<file path="config.mk">
export PLATFORM = sky130hd
export DESIGN_NAME = clk_select
export DESIGN_NICKNAME = d
export VERILOG_FILES = /design/src/clk_select_pkg.sv /design/src/clk_select.sv /design/src/osc_nco.sv
export VERILOG_INCLUDE_DIRS = /design/src
export SDC_FILE = /design/constraint.sdc
export NUM_CORES = 1
export LEC_CHECK = 0
export BUFFER_PORTS_ARGS = -buffer_cell sky130_fd_sc_hd__buf_2
export CAP_MARGIN = 10
export CORE_AREA = 2 2 126 159
export DETAILED_ROUTE_END_ITERATION = 12
export DIE_AREA = 0 0 128 161
export PLACE_DENSITY_LB_ADDON = 0.25
export SYNTH_ARGS = -nofsm -noshare
export SYNTH_HDL_FRONTEND = slang
export SYNTH_HIERARCHICAL = 1
export SYNTH_SLANG_ARGS = --single-unit
</file>
<file path="constraint.sdc">
create_clock -name CLK -period 1.95 [get_ports CLK]
set_input_delay 0 -clock CLK [delete_from_list [all_inputs] [get_ports CLK]]
set_output_delay 0 -clock CLK [all_outputs]
set_load 0.01 [all_outputs]
</file>
<file path="src/clk_select_params.svh">
/*
 * constants of the system clock selector: bus offsets, field positions,
 * reset values, oscillator rates and oscillator step sizes.
 * assumes a 50 MHz CLK and inclusion by its bare name.
 */
`ifndef CLK_SELECT_PARAMS_SVH
`define CLK_SELECT_PARAMS_SVH

// timing base
`define CLK_HZ 64'd50000000
`define FAST_OSC_HZ 64'd16000000
`define SLOW_OSC_HZ 64'd31000
`define RC_OSC_HZ 64'd600000
`define NCO_W 24
// step per CLK of a phase accumulator running at hz
`define NCO_INC(hz) (((hz) << `NCO_W) / `CLK_HZ)

// external clock power ranges, top of each range in Hz
`define EXT_HI_MAX_HZ 64'd20000000
`define EXT_MID_MAX_HZ 64'd4000000
`define EXT_LO_MAX_HZ 64'd500000

// register offsets
`define OCR_ADDR 4'h0
`define STAT_ADDR 4'h1
`define PIN_ADDR 4'h2

// oscillator_control_reg fields
`define SEL_LSB 0
`define SEL_RST 2'h0
// status fields
`define STAT_SRC_LSB 0
`define STAT_BUSY_BIT 2
`define STAT_EXT_BIT 3
`define STAT_PWR_LSB 4
// pin control fields
`define PIN_OUT_BIT 0
`define PIN_OE_BIT 1
`define PIN_IN_BIT 2

// configuration oscillator field codes
`define CFG_INTOSC 2'h0
`define CFG_EXT_LOW 2'h1
`define CFG_EXT_MID 2'h2
`define CFG_EXT_HIGH 2'h3

// rising edges of the new source waited for after a switch
`define SETTLE_EDGES 2

`endif

</file>
<file path="src/clk_select_pkg.sv">
/*
 * types of the system clock selector: bus request, configuration word,
 * source codes, power settings and switch states.
 * assumes nothing beyond a SystemVerilog compiler.
 */
`default_nettype none
package clk_select_pkg;

	typedef struct packed {
		logic [3:0] addr;
		logic [7:0] wdata;
		logic wr;
		logic rd;
	} reg_req_t;

	typedef struct packed {
		logic [1:0] osc_sel;
		logic clock_output_en;
	} cfg_word_t;

	typedef enum logic [1:0] {
		SRC_EXT = 2'h0,
		SRC_SLOW = 2'h1,
		SRC_FAST = 2'h2
	} src_t;

	typedef enum logic [1:0] {
		PWR_OFF = 2'h0,
		PWR_LOW = 2'h1,
		PWR_MED = 2'h2,
		PWR_HIGH = 2'h3
	} pwr_t;

	typedef enum logic [2:0] {
		ST_RUN = 3'b001,
		ST_DRAIN = 3'b010,
		ST_HOLD = 3'b100
	} sw_state_t;

endpackage
`default_nettype wire

</file>
<file path="src/clk_select.sv">
/*
 * system clock source selector: two internal oscillators, a peripheral
 * rc oscillator, an external logic-level clock, run-time switching
 * without runt pulses, and the second oscillator pin as gpio or clock out.
 * assumes all inputs synchronous to CLK and configuration pins that hold
 * still while RESET is high.
 */
// The implementer's own choices: the address map and strobed register access.
// How it works
// - a 16 MHz fast and a 31 kHz slow internal oscillator can drive the system clock.
// - a 600 kHz rc oscillator gives a separate peripheral clock.
// - a two-bit select field in the control register picks the system clock source.
// - the configuration oscillator field sets the default source after any reset.
// - a run-time write switches to the secondary oscillator, the fast internal one or back to the configured source.
// - in external mode the clock on the first oscillator pin is used directly.
// - in external mode the second oscillator pin is gpio or a clock output.
// - external mode has high, medium and low power settings chosen by configuration.
`include "clk_select_params.svh"
`default_nettype none
module clk_select
	import clk_select_pkg::*;
#(
	parameter int NCO_W = `NCO_W,
	parameter int SETTLE = `SETTLE_EDGES
) (
	input wire logic CLK, // 50 MHz clock
	input wire logic RESET, // synchronous, active high
	input wire reg_req_t REG_REQ, // register bus request
	output logic [7:0] RDATA, // read data, cycle after read
	input wire cfg_word_t CFG, // configuration word pins
	input wire logic OSC_IN_PIN, // external clock input
	input wire logic OSC_OUT_PIN_IN, // second pin, input level
	output logic OSC_OUT_PIN_OUT, // second pin, output level
	output logic OSC_OUT_PIN_OE, // second pin, drive enable
	output logic SYS_CLK_OUT, // selected system clock
	output logic PERIPH_CLK, // peripheral rc clock
	output pwr_t EXT_POWER, // external mode power setting
	output logic SWITCH_BUSY // source switch in progress
);

	localparam logic [NCO_W-1:0] INCS [3] = '{
		NCO_W'(`NCO_INC(`FAST_OSC_HZ)),
		NCO_W'(`NCO_INC(`SLOW_OSC_HZ)),
		NCO_W'(`NCO_INC(`RC_OSC_HZ))
	};

	generate
		if (SETTLE < 1 || SETTLE > 15) begin : g_bad
			$error("clk_select: SETTLE must be 1..15");
		end
	endgenerate

	logic [2:0] lvl; // 0 fast, 1 slow, 2 rc
	logic [1:0] sel_q;
	src_t active_q, tgt;
	cfg_word_t cfg_q;
	sw_state_t state_q;
	logic [3:0] edges_q;
	logic prev_q, cur_lvl, sys_clk_d;
	logic gpio_out_q, gpio_oe_q, ext_mode;

	// internal oscillators, one accumulator each
	generate
		for (genvar i = 0; i < 3; i++) begin : g_osc
			osc_nco #(.W(NCO_W), .INC(INCS[i])) u_osc (
				.clk(CLK),
				.reset(RESET),
				.level(lvl[i])
			);
		end
	endgenerate

	function automatic logic src_level(input src_t s, input logic [2:0] l, input logic ext);
		unique case (s)
			SRC_EXT: src_level = ext; // pin used as is
			SRC_SLOW: src_level = l[1];
			SRC_FAST: src_level = l[0];
			default: src_level = 1'b0;
		endcase
	endfunction

	function automatic src_t cfg_src(input logic [1:0] osc_sel);
		cfg_src = (osc_sel == `CFG_INTOSC) ? SRC_FAST : SRC_EXT;
	endfunction

	// select decode: 00 configured source, 01 secondary, 1x fast
	always_comb begin
		unique case (sel_q)
			2'h0: tgt = cfg_src(cfg_q.osc_sel);
			2'h1: tgt = SRC_SLOW;
			default: tgt = SRC_FAST;
		endcase
	end

	assign cur_lvl = src_level(active_q, lvl, OSC_IN_PIN);
	assign ext_mode = (active_q == SRC_EXT);

	// configuration is sampled during reset, as non-volatile bits would be
	always_ff @(posedge CLK) begin
		if (RESET) begin
			cfg_q <= CFG;
		end
	end

	// software select field
	always_ff @(posedge CLK) begin
		if (RESET) begin
			sel_q <= `SEL_RST;
		end else if (REG_REQ.wr && REG_REQ.addr == `OCR_ADDR) begin
			sel_q <= REG_REQ.wdata[`SEL_LSB +: 2];
		end
	end

	// gpio side of the second pin
	always_ff @(posedge CLK) begin
		if (RESET) begin
			gpio_out_q <= 1'b0;
			gpio_oe_q <= 1'b0;
		end else if (REG_REQ.wr && REG_REQ.addr == `PIN_ADDR) begin
			gpio_out_q <= REG_REQ.wdata[`PIN_OUT_BIT];
			gpio_oe_q <= REG_REQ.wdata[`PIN_OE_BIT];
		end
	end

	// switch sequencer: drain the old source to low, then hold low while
	// the new source gives SETTLE rising edges, so no short pulse escapes
	always_ff @(posedge CLK) begin
		if (RESET) begin
			state_q <= ST_RUN;
			active_q <= cfg_src(CFG.osc_sel);
			edges_q <= '0;
			prev_q <= 1'b0;
		end else begin
			prev_q <= cur_lvl;
			unique case (state_q)
				ST_RUN: begin
					if (tgt != active_q) begin
						state_q <= ST_DRAIN;
					end
				end
				ST_DRAIN: begin
					if (!cur_lvl) begin
						state_q <= ST_HOLD;
						active_q <= tgt;
						edges_q <= '0;
					end
				end
				ST_HOLD: begin
					if (cur_lvl && !prev_q && edges_q < 4'(SETTLE)) begin
						edges_q <= edges_q + 4'h1;
					end else if (edges_q == 4'(SETTLE) && !cur_lvl) begin
						state_q <= ST_RUN;
					end
				end
			endcase
		end
	end

	// output is held low in hold so the first new high phase is whole
	assign sys_clk_d = (state_q == ST_HOLD) ? 1'b0 : cur_lvl;

	// clock and status outputs
	always_ff @(posedge CLK) begin
		if (RESET) begin
			SYS_CLK_OUT <= 1'b0;
			PERIPH_CLK <= 1'b0;
			EXT_POWER <= PWR_OFF;
			SWITCH_BUSY <= 1'b0;
		end else begin
			SYS_CLK_OUT <= sys_clk_d;
			PERIPH_CLK <= lvl[2];
			EXT_POWER <= ext_mode ? pwr_t'(cfg_q.osc_sel) : PWR_OFF;
			SWITCH_BUSY <= (state_q != ST_RUN);
		end
	end

	// second pin: clock out when enabled in external mode, else gpio
	always_ff @(posedge CLK) begin
		if (RESET) begin
			OSC_OUT_PIN_OUT <= 1'b0;
			OSC_OUT_PIN_OE <= 1'b0;
		end else if (ext_mode && cfg_q.clock_output_en) begin
			OSC_OUT_PIN_OUT <= sys_clk_d;
			OSC_OUT_PIN_OE <= 1'b1;
		end else begin
			OSC_OUT_PIN_OUT <= gpio_out_q;
			OSC_OUT_PIN_OE <= gpio_oe_q;
		end
	end

	// read port; unmapped offsets read zero
	always_ff @(posedge CLK) begin
		if (RESET) begin
			RDATA <= 8'h00;
		end else if (REG_REQ.rd) begin
			RDATA <= 8'h00;
			unique case (REG_REQ.addr)
				`OCR_ADDR: RDATA[`SEL_LSB +: 2] <= sel_q;
				`STAT_ADDR: begin
					RDATA[`STAT_SRC_LSB +: 2] <= active_q;
					RDATA[`STAT_BUSY_BIT] <= (state_q != ST_RUN);
					RDATA[`STAT_EXT_BIT] <= ext_mode;
					RDATA[`STAT_PWR_LSB +: 2] <= cfg_q.osc_sel;
				end
				`PIN_ADDR: begin
					RDATA[`PIN_OUT_BIT] <= gpio_out_q;
					RDATA[`PIN_OE_BIT] <= gpio_oe_q;
					RDATA[`PIN_IN_BIT] <= OSC_OUT_PIN_IN;
				end
				default: RDATA <= 8'h00;
			endcase
		end else begin
			RDATA <= 8'h00;
		end
	end
endmodule
`default_nettype wire

</file>
<file path="src/osc_nco.sv">
/*
 * one oscillator modelled as a phase accumulator on CLK; the top bit is
 * the square-wave level of the oscillator.
 * assumes a free-running CLK and a synchronous active-high reset.
 */
`default_nettype none
module osc_nco #(
	parameter int W = 24,
	parameter logic [W-1:0] INC = '0
) (
	input wire logic clk, // system clock
	input wire logic reset, // synchronous reset
	output logic level // oscillator level
);

	logic [W-1:0] acc_q;

	generate
		if (W < 8 || INC == '0) begin : g_bad
			$error("osc_nco: width too small or zero step");
		end
	endgenerate

	// accumulate; truncation of the step keeps the rate within one lsb
	always_ff @(posedge clk) begin
		if (reset) begin
			acc_q <= '0;
		end else begin
			acc_q <= acc_q + INC;
		end
	end

	assign level = acc_q[W-1];

endmodule
`default_nettype wire

</file>
==> reports/metrics.sh <==
STATUS='finished, final reports clean'
CP_MAX_FO=7
POWER_mW=5.37
CRITICAL_PATH.STARTPOINT_TYPE='register'
PORT_BUFFERS=27
FIN_TNS_SETUP_NS=0
PRE_CTS_WS_NS=0.107
CTS_ROOT_BUFFER='clkbuf_16'
NUM_VIAS=3763
MAXCAPVIOLCOUNT=0
FIRST_ITER_VIOLATIONS=207
DRTANTENNAVIOLNETS=0
DIE_H_UM=161
SEQUENTIAL_CELL_AREA_UM2=2070
DP.FINAL_HPWL_UM=6570
WORST-R2R-CELL-COUNT=4
CTS_MAX_PATH_BUFFERS=2
POST_SYNTHESIS_INSTANCE_AREA_UM2=4710
VIA_COUNT_OF_THE_FIRST_GLOBAL_ROUTING_PASS=3772
NUM_ROWS=57
CLK-INSERTION-DELAY-LATE_NS=0.35
IR_DROP_mV=0.407
RR_ENDPOINT='g_osc[0].u_osc/acc_q[21]'
DESIGN.DIE.AREA_UM2=20600
COUNT_OF_CELL_TYPES_IN_THE_NETLIST=81
CRIT_PATH_END_KIND='register'
REPORT.FINAL.HOLD_VIOL_COUNT=0
CLASSIFICATION_OF_THE_WORST_SLACK_HOLD_PATH='input port to register'
SYNTH_ENABLE_FLOP_CELLS=5
CTS-HTREE-LEVELS=3
SYNTHFLOPTYPE='dfxtp_1'
CHIPWIDTH_UM=128
DRT-VIAS-PER-INSTANCE=4.74
MULTIINPUTGATEAREA_UM2=2480
POST-ROUTE-CELL-AREA_UM2=5530
FLOORPLAN.CORE_AREA_UM2=19100
POST_CTS.REPAIR.SETUP_BUFFERS=0
CLK_PIN_SLEW_WORST_PATHS_NS=0.07
TIMING.FINAL.CRIT_PERIOD_NS=1.82
DETAILEDROUTE.FIRSTPASSITERATIONCOUNT=5
SETUP_SLACK_NS=0.128
WORST-R2R-SETUP-SLACK_NS=0.13
SETUP_VIOL_COUNT_FINAL=0
CTS_TREE='built'
RATIO_OF_FINAL_MINIMUM_PERIOD_TO_CLOCK_PERIOD_PCT=93.4
BOUNDARYPINS=36
WORSTSETUPENDPOINT='g_osc[0].u_osc/acc_q[21]'
YOSYSSEQAREASHARE_PCT=44.0
CTS-BUFFERS-INSERTED=9
INSTANCE_COUNT_OF_THE_MAPPED_NETLIST=514
WORST_SETUP_PATH_STARTPOINT='g_osc[0].u_osc/acc_q[16]'
AREA_GROWTH_PCT=17.3
DRT-TOTAL-WL_UM=9570
FMAX_MHz=549
P_LEAK_nW=2.07
WORST_EP_ARRIVAL_TIME_NS=2.06
PLACE_AREA_UM2=5150
DESIGN.FINAL.NETS=579
REGISTER_BIT_TOTAL_FROM_SYNTHESIS=101
ANTENNA_FOUND_INITIAL=0
CP.REQUIRED_NS=2.19
FLOORPLAN.INITIALDENSITY_PCT=24.7
DRT-WIRELENGTH-PER-CELL_UM=12.1
GRT_SETUP_UNREPAIRED='false'
TIMING.SLEW.HEADROOM_PCT=58.4
CTS.SINKS=101
ANTENNA_CELLS=0
RATIO_OF_CELLS_WITH_DRIVE_ABOVE_1_IN_THE_FINAL_LAYOUT_PCT=15.6
FINAL_MAX_SLEW_VIOL_COUNT=0
CRITICAL_PATH.REG2REG.STARTPOINT='g_osc[0].u_osc/acc_q[16]'
GRT.OVERFLOW.TOTAL=0
TIGHTESTPINTRANSITION_NS=0.623
SYNTHESIS.YOSYS.WARNINGS=6
TOTAL_ROUTING_RESOURCE_UTILIZATION_AFTER_GLOBAL_ROUTING_PCT=9.83
WORST-SETUP-PATH-TYPE='register to register'
POST_SYNTHESIS_ASYNC_SET_OR_RESET_FLOP_SHARE_PCT=0
PWR_DENSITY_CELL_nW_PER_UM2=972
FINAL.FILL_COUNT=1998
RD_PLACE_CONGESTION=0.769
GRT_MAX_DEGREE=77
GRT_PASS1_WL_UM=16800
CLOCK_SKEW_NS=0.00861
POST_SYNTH.CELL_AREA_AVG_UM2=9.17
DRC=0
placed cells by master, fill, tap and decap left out, drive strengths merged, types with 6 or more instances in the layout:
cell and count:
nand3 16, buf 40, mux2i 8, and2 6, dlygate4sd3 8, xnor2 9
nand2 22, nor3 12, o21ai 24, nand4 7, nor3b 6, or3 16
clkbuf 11, a31oi 6, inv 15, o31ai 8, nor2 61, a21oi 49
nor2b 17, or4 7, nor4 8, dfxtp 96, xor2 12, mux2 10
nand2b 8
cell usage after synthesis, types with 3 or more instances:
cell type  number  area (um^2)
dfxtp_1        96         1920
nor2_1         61          229
a21oi_1        47          235
nand2_1        21         78.8
o21ai_0        21          105
nor2b_1        17          106
nand3_1        16         80.1
inv_1          14         52.6
or3_1          13         81.3
xor2_1         12          105
nor3_1         11         55.1
clkbuf_1        9         33.8
xnor2_1         9         78.8
mux2i_1         8         80.1
nand2b_1        8         50.1
o31ai_1         8         60.1
nor4_1          7         43.8
and2_1          6         37.5
buf_2           6         30.0
nand4_1         6         37.5
or4_1           6         45.0
a21o_1          5         37.5
a31oi_1         5         31.3
and3_1          5         31.3
edfxtp_1        5          150
ha_1            5         62.6
mux2_1          5         56.3
nor3b_1         5         37.5
mux2_2          4         45.0
o211ai_1        4         30.0
a2111o_1        3         33.8
a211o_1         3         26.3
a211oi_1        3         22.5
metrics by stage:
step	utilization (%)	instances	hold slack (ns)
final	28.9	794	0.0187
after global routing	28.9	794	0.0401
after CTS	28.9	794	0.00125
after detailed placement	27.0	770	0.188
after global placement	27.0	770	0.187
after floorplan	-	515	0.0774
flip-flops by register name, summed over array words and instances (netlist names):
name / count
gpio_out_q: 1
state_q: 3
cfg_q: 3
SYS_CLK_OUT: 1
prev_q: 1
sel_q: 2
OSC_OUT_PIN_OE: 1
g_osc.u_osc/acc_q: 71
PERIPH_CLK: 1
EXT_POWER: 2
active_q: 2
RDATA: 6
OSC_OUT_PIN_OUT: 1
gpio_oe_q: 1
edges_q: 4
SWITCH_BUSY: 1
timing repair:
action	CTS	global route
setup endpoints to repair	0	1
gates resized for setup	0	1
hold endpoints to repair	10	0
hold buffers	8	0
worst min path at each step:
stage	start	to	cells after the start	slack, ns
final	OSC_OUT_PIN_IN	RDATA[2]	5	0.02
after floorplan	RESET	g_osc[2].u_osc/acc_q[13]	1	0.08
after global routing	OSC_OUT_PIN_IN	RDATA[2]	5	0.04
after detailed placement	CFG[0]	cfg_q[0]	1	0.19
after global placement	CFG[0]	cfg_q[0]	1	0.19
after CTS	OSC_OUT_PIN_IN	RDATA[2]	5	0.001
cell type report:
type                    instances  share of cell area [%]
multi-input cells             379                    45.0
flip-flops and latches        101                    37.5
repair buffers                 48                    5.93
well taps                     236                    5.34
clock buffers                  11                    4.78
inverters                      14                   0.951
clock inverters                 5                   0.566
where the power goes:
group / internal [mW] / switching, mW
registers: 2.32 / 0.280
clock network: 0.976 / 0.792
logic: 0.483 / 0.526
total: 3.78 / 1.60
per-layer routing:
| layer | global-route usage [%] | part of all wire [%] | vias to the layer above |
|---|---|---|---|
| li1 | - | - | 1933 |
| met1 | 11.2 | 46 | 1780 |
| met2 | 17.2 | 49 | 40 |
| met3 | 3.54 | 3.3 | 10 |
| met4 | 2.80 | 1.1 | 0 |
| met5 | 0 | 0 | - |
kinds of logic (layout without fill, tap and decap cells):
logic type	after synthesis	after routing	share of synthesized area, %
simple gates	205	205	24.1
compound gates	128	128	19.1
flops	101	101	44.0
buf+inv	35	78	3.42
xor+xnor	21	21	3.90
mux	18	18	4.17
fa+ha+maj	5	5	1.33
other cells	1	2	0.0796
critical path, stage by stage, from the launching register on:
cell and delay [ns]:
dfxtp_1 0.37, or4_4 0.56, or2_0 0.23, o32ai_2 0.21, mux2_1 0.35
No activity file was read; power rests on OpenSTA's default activity.
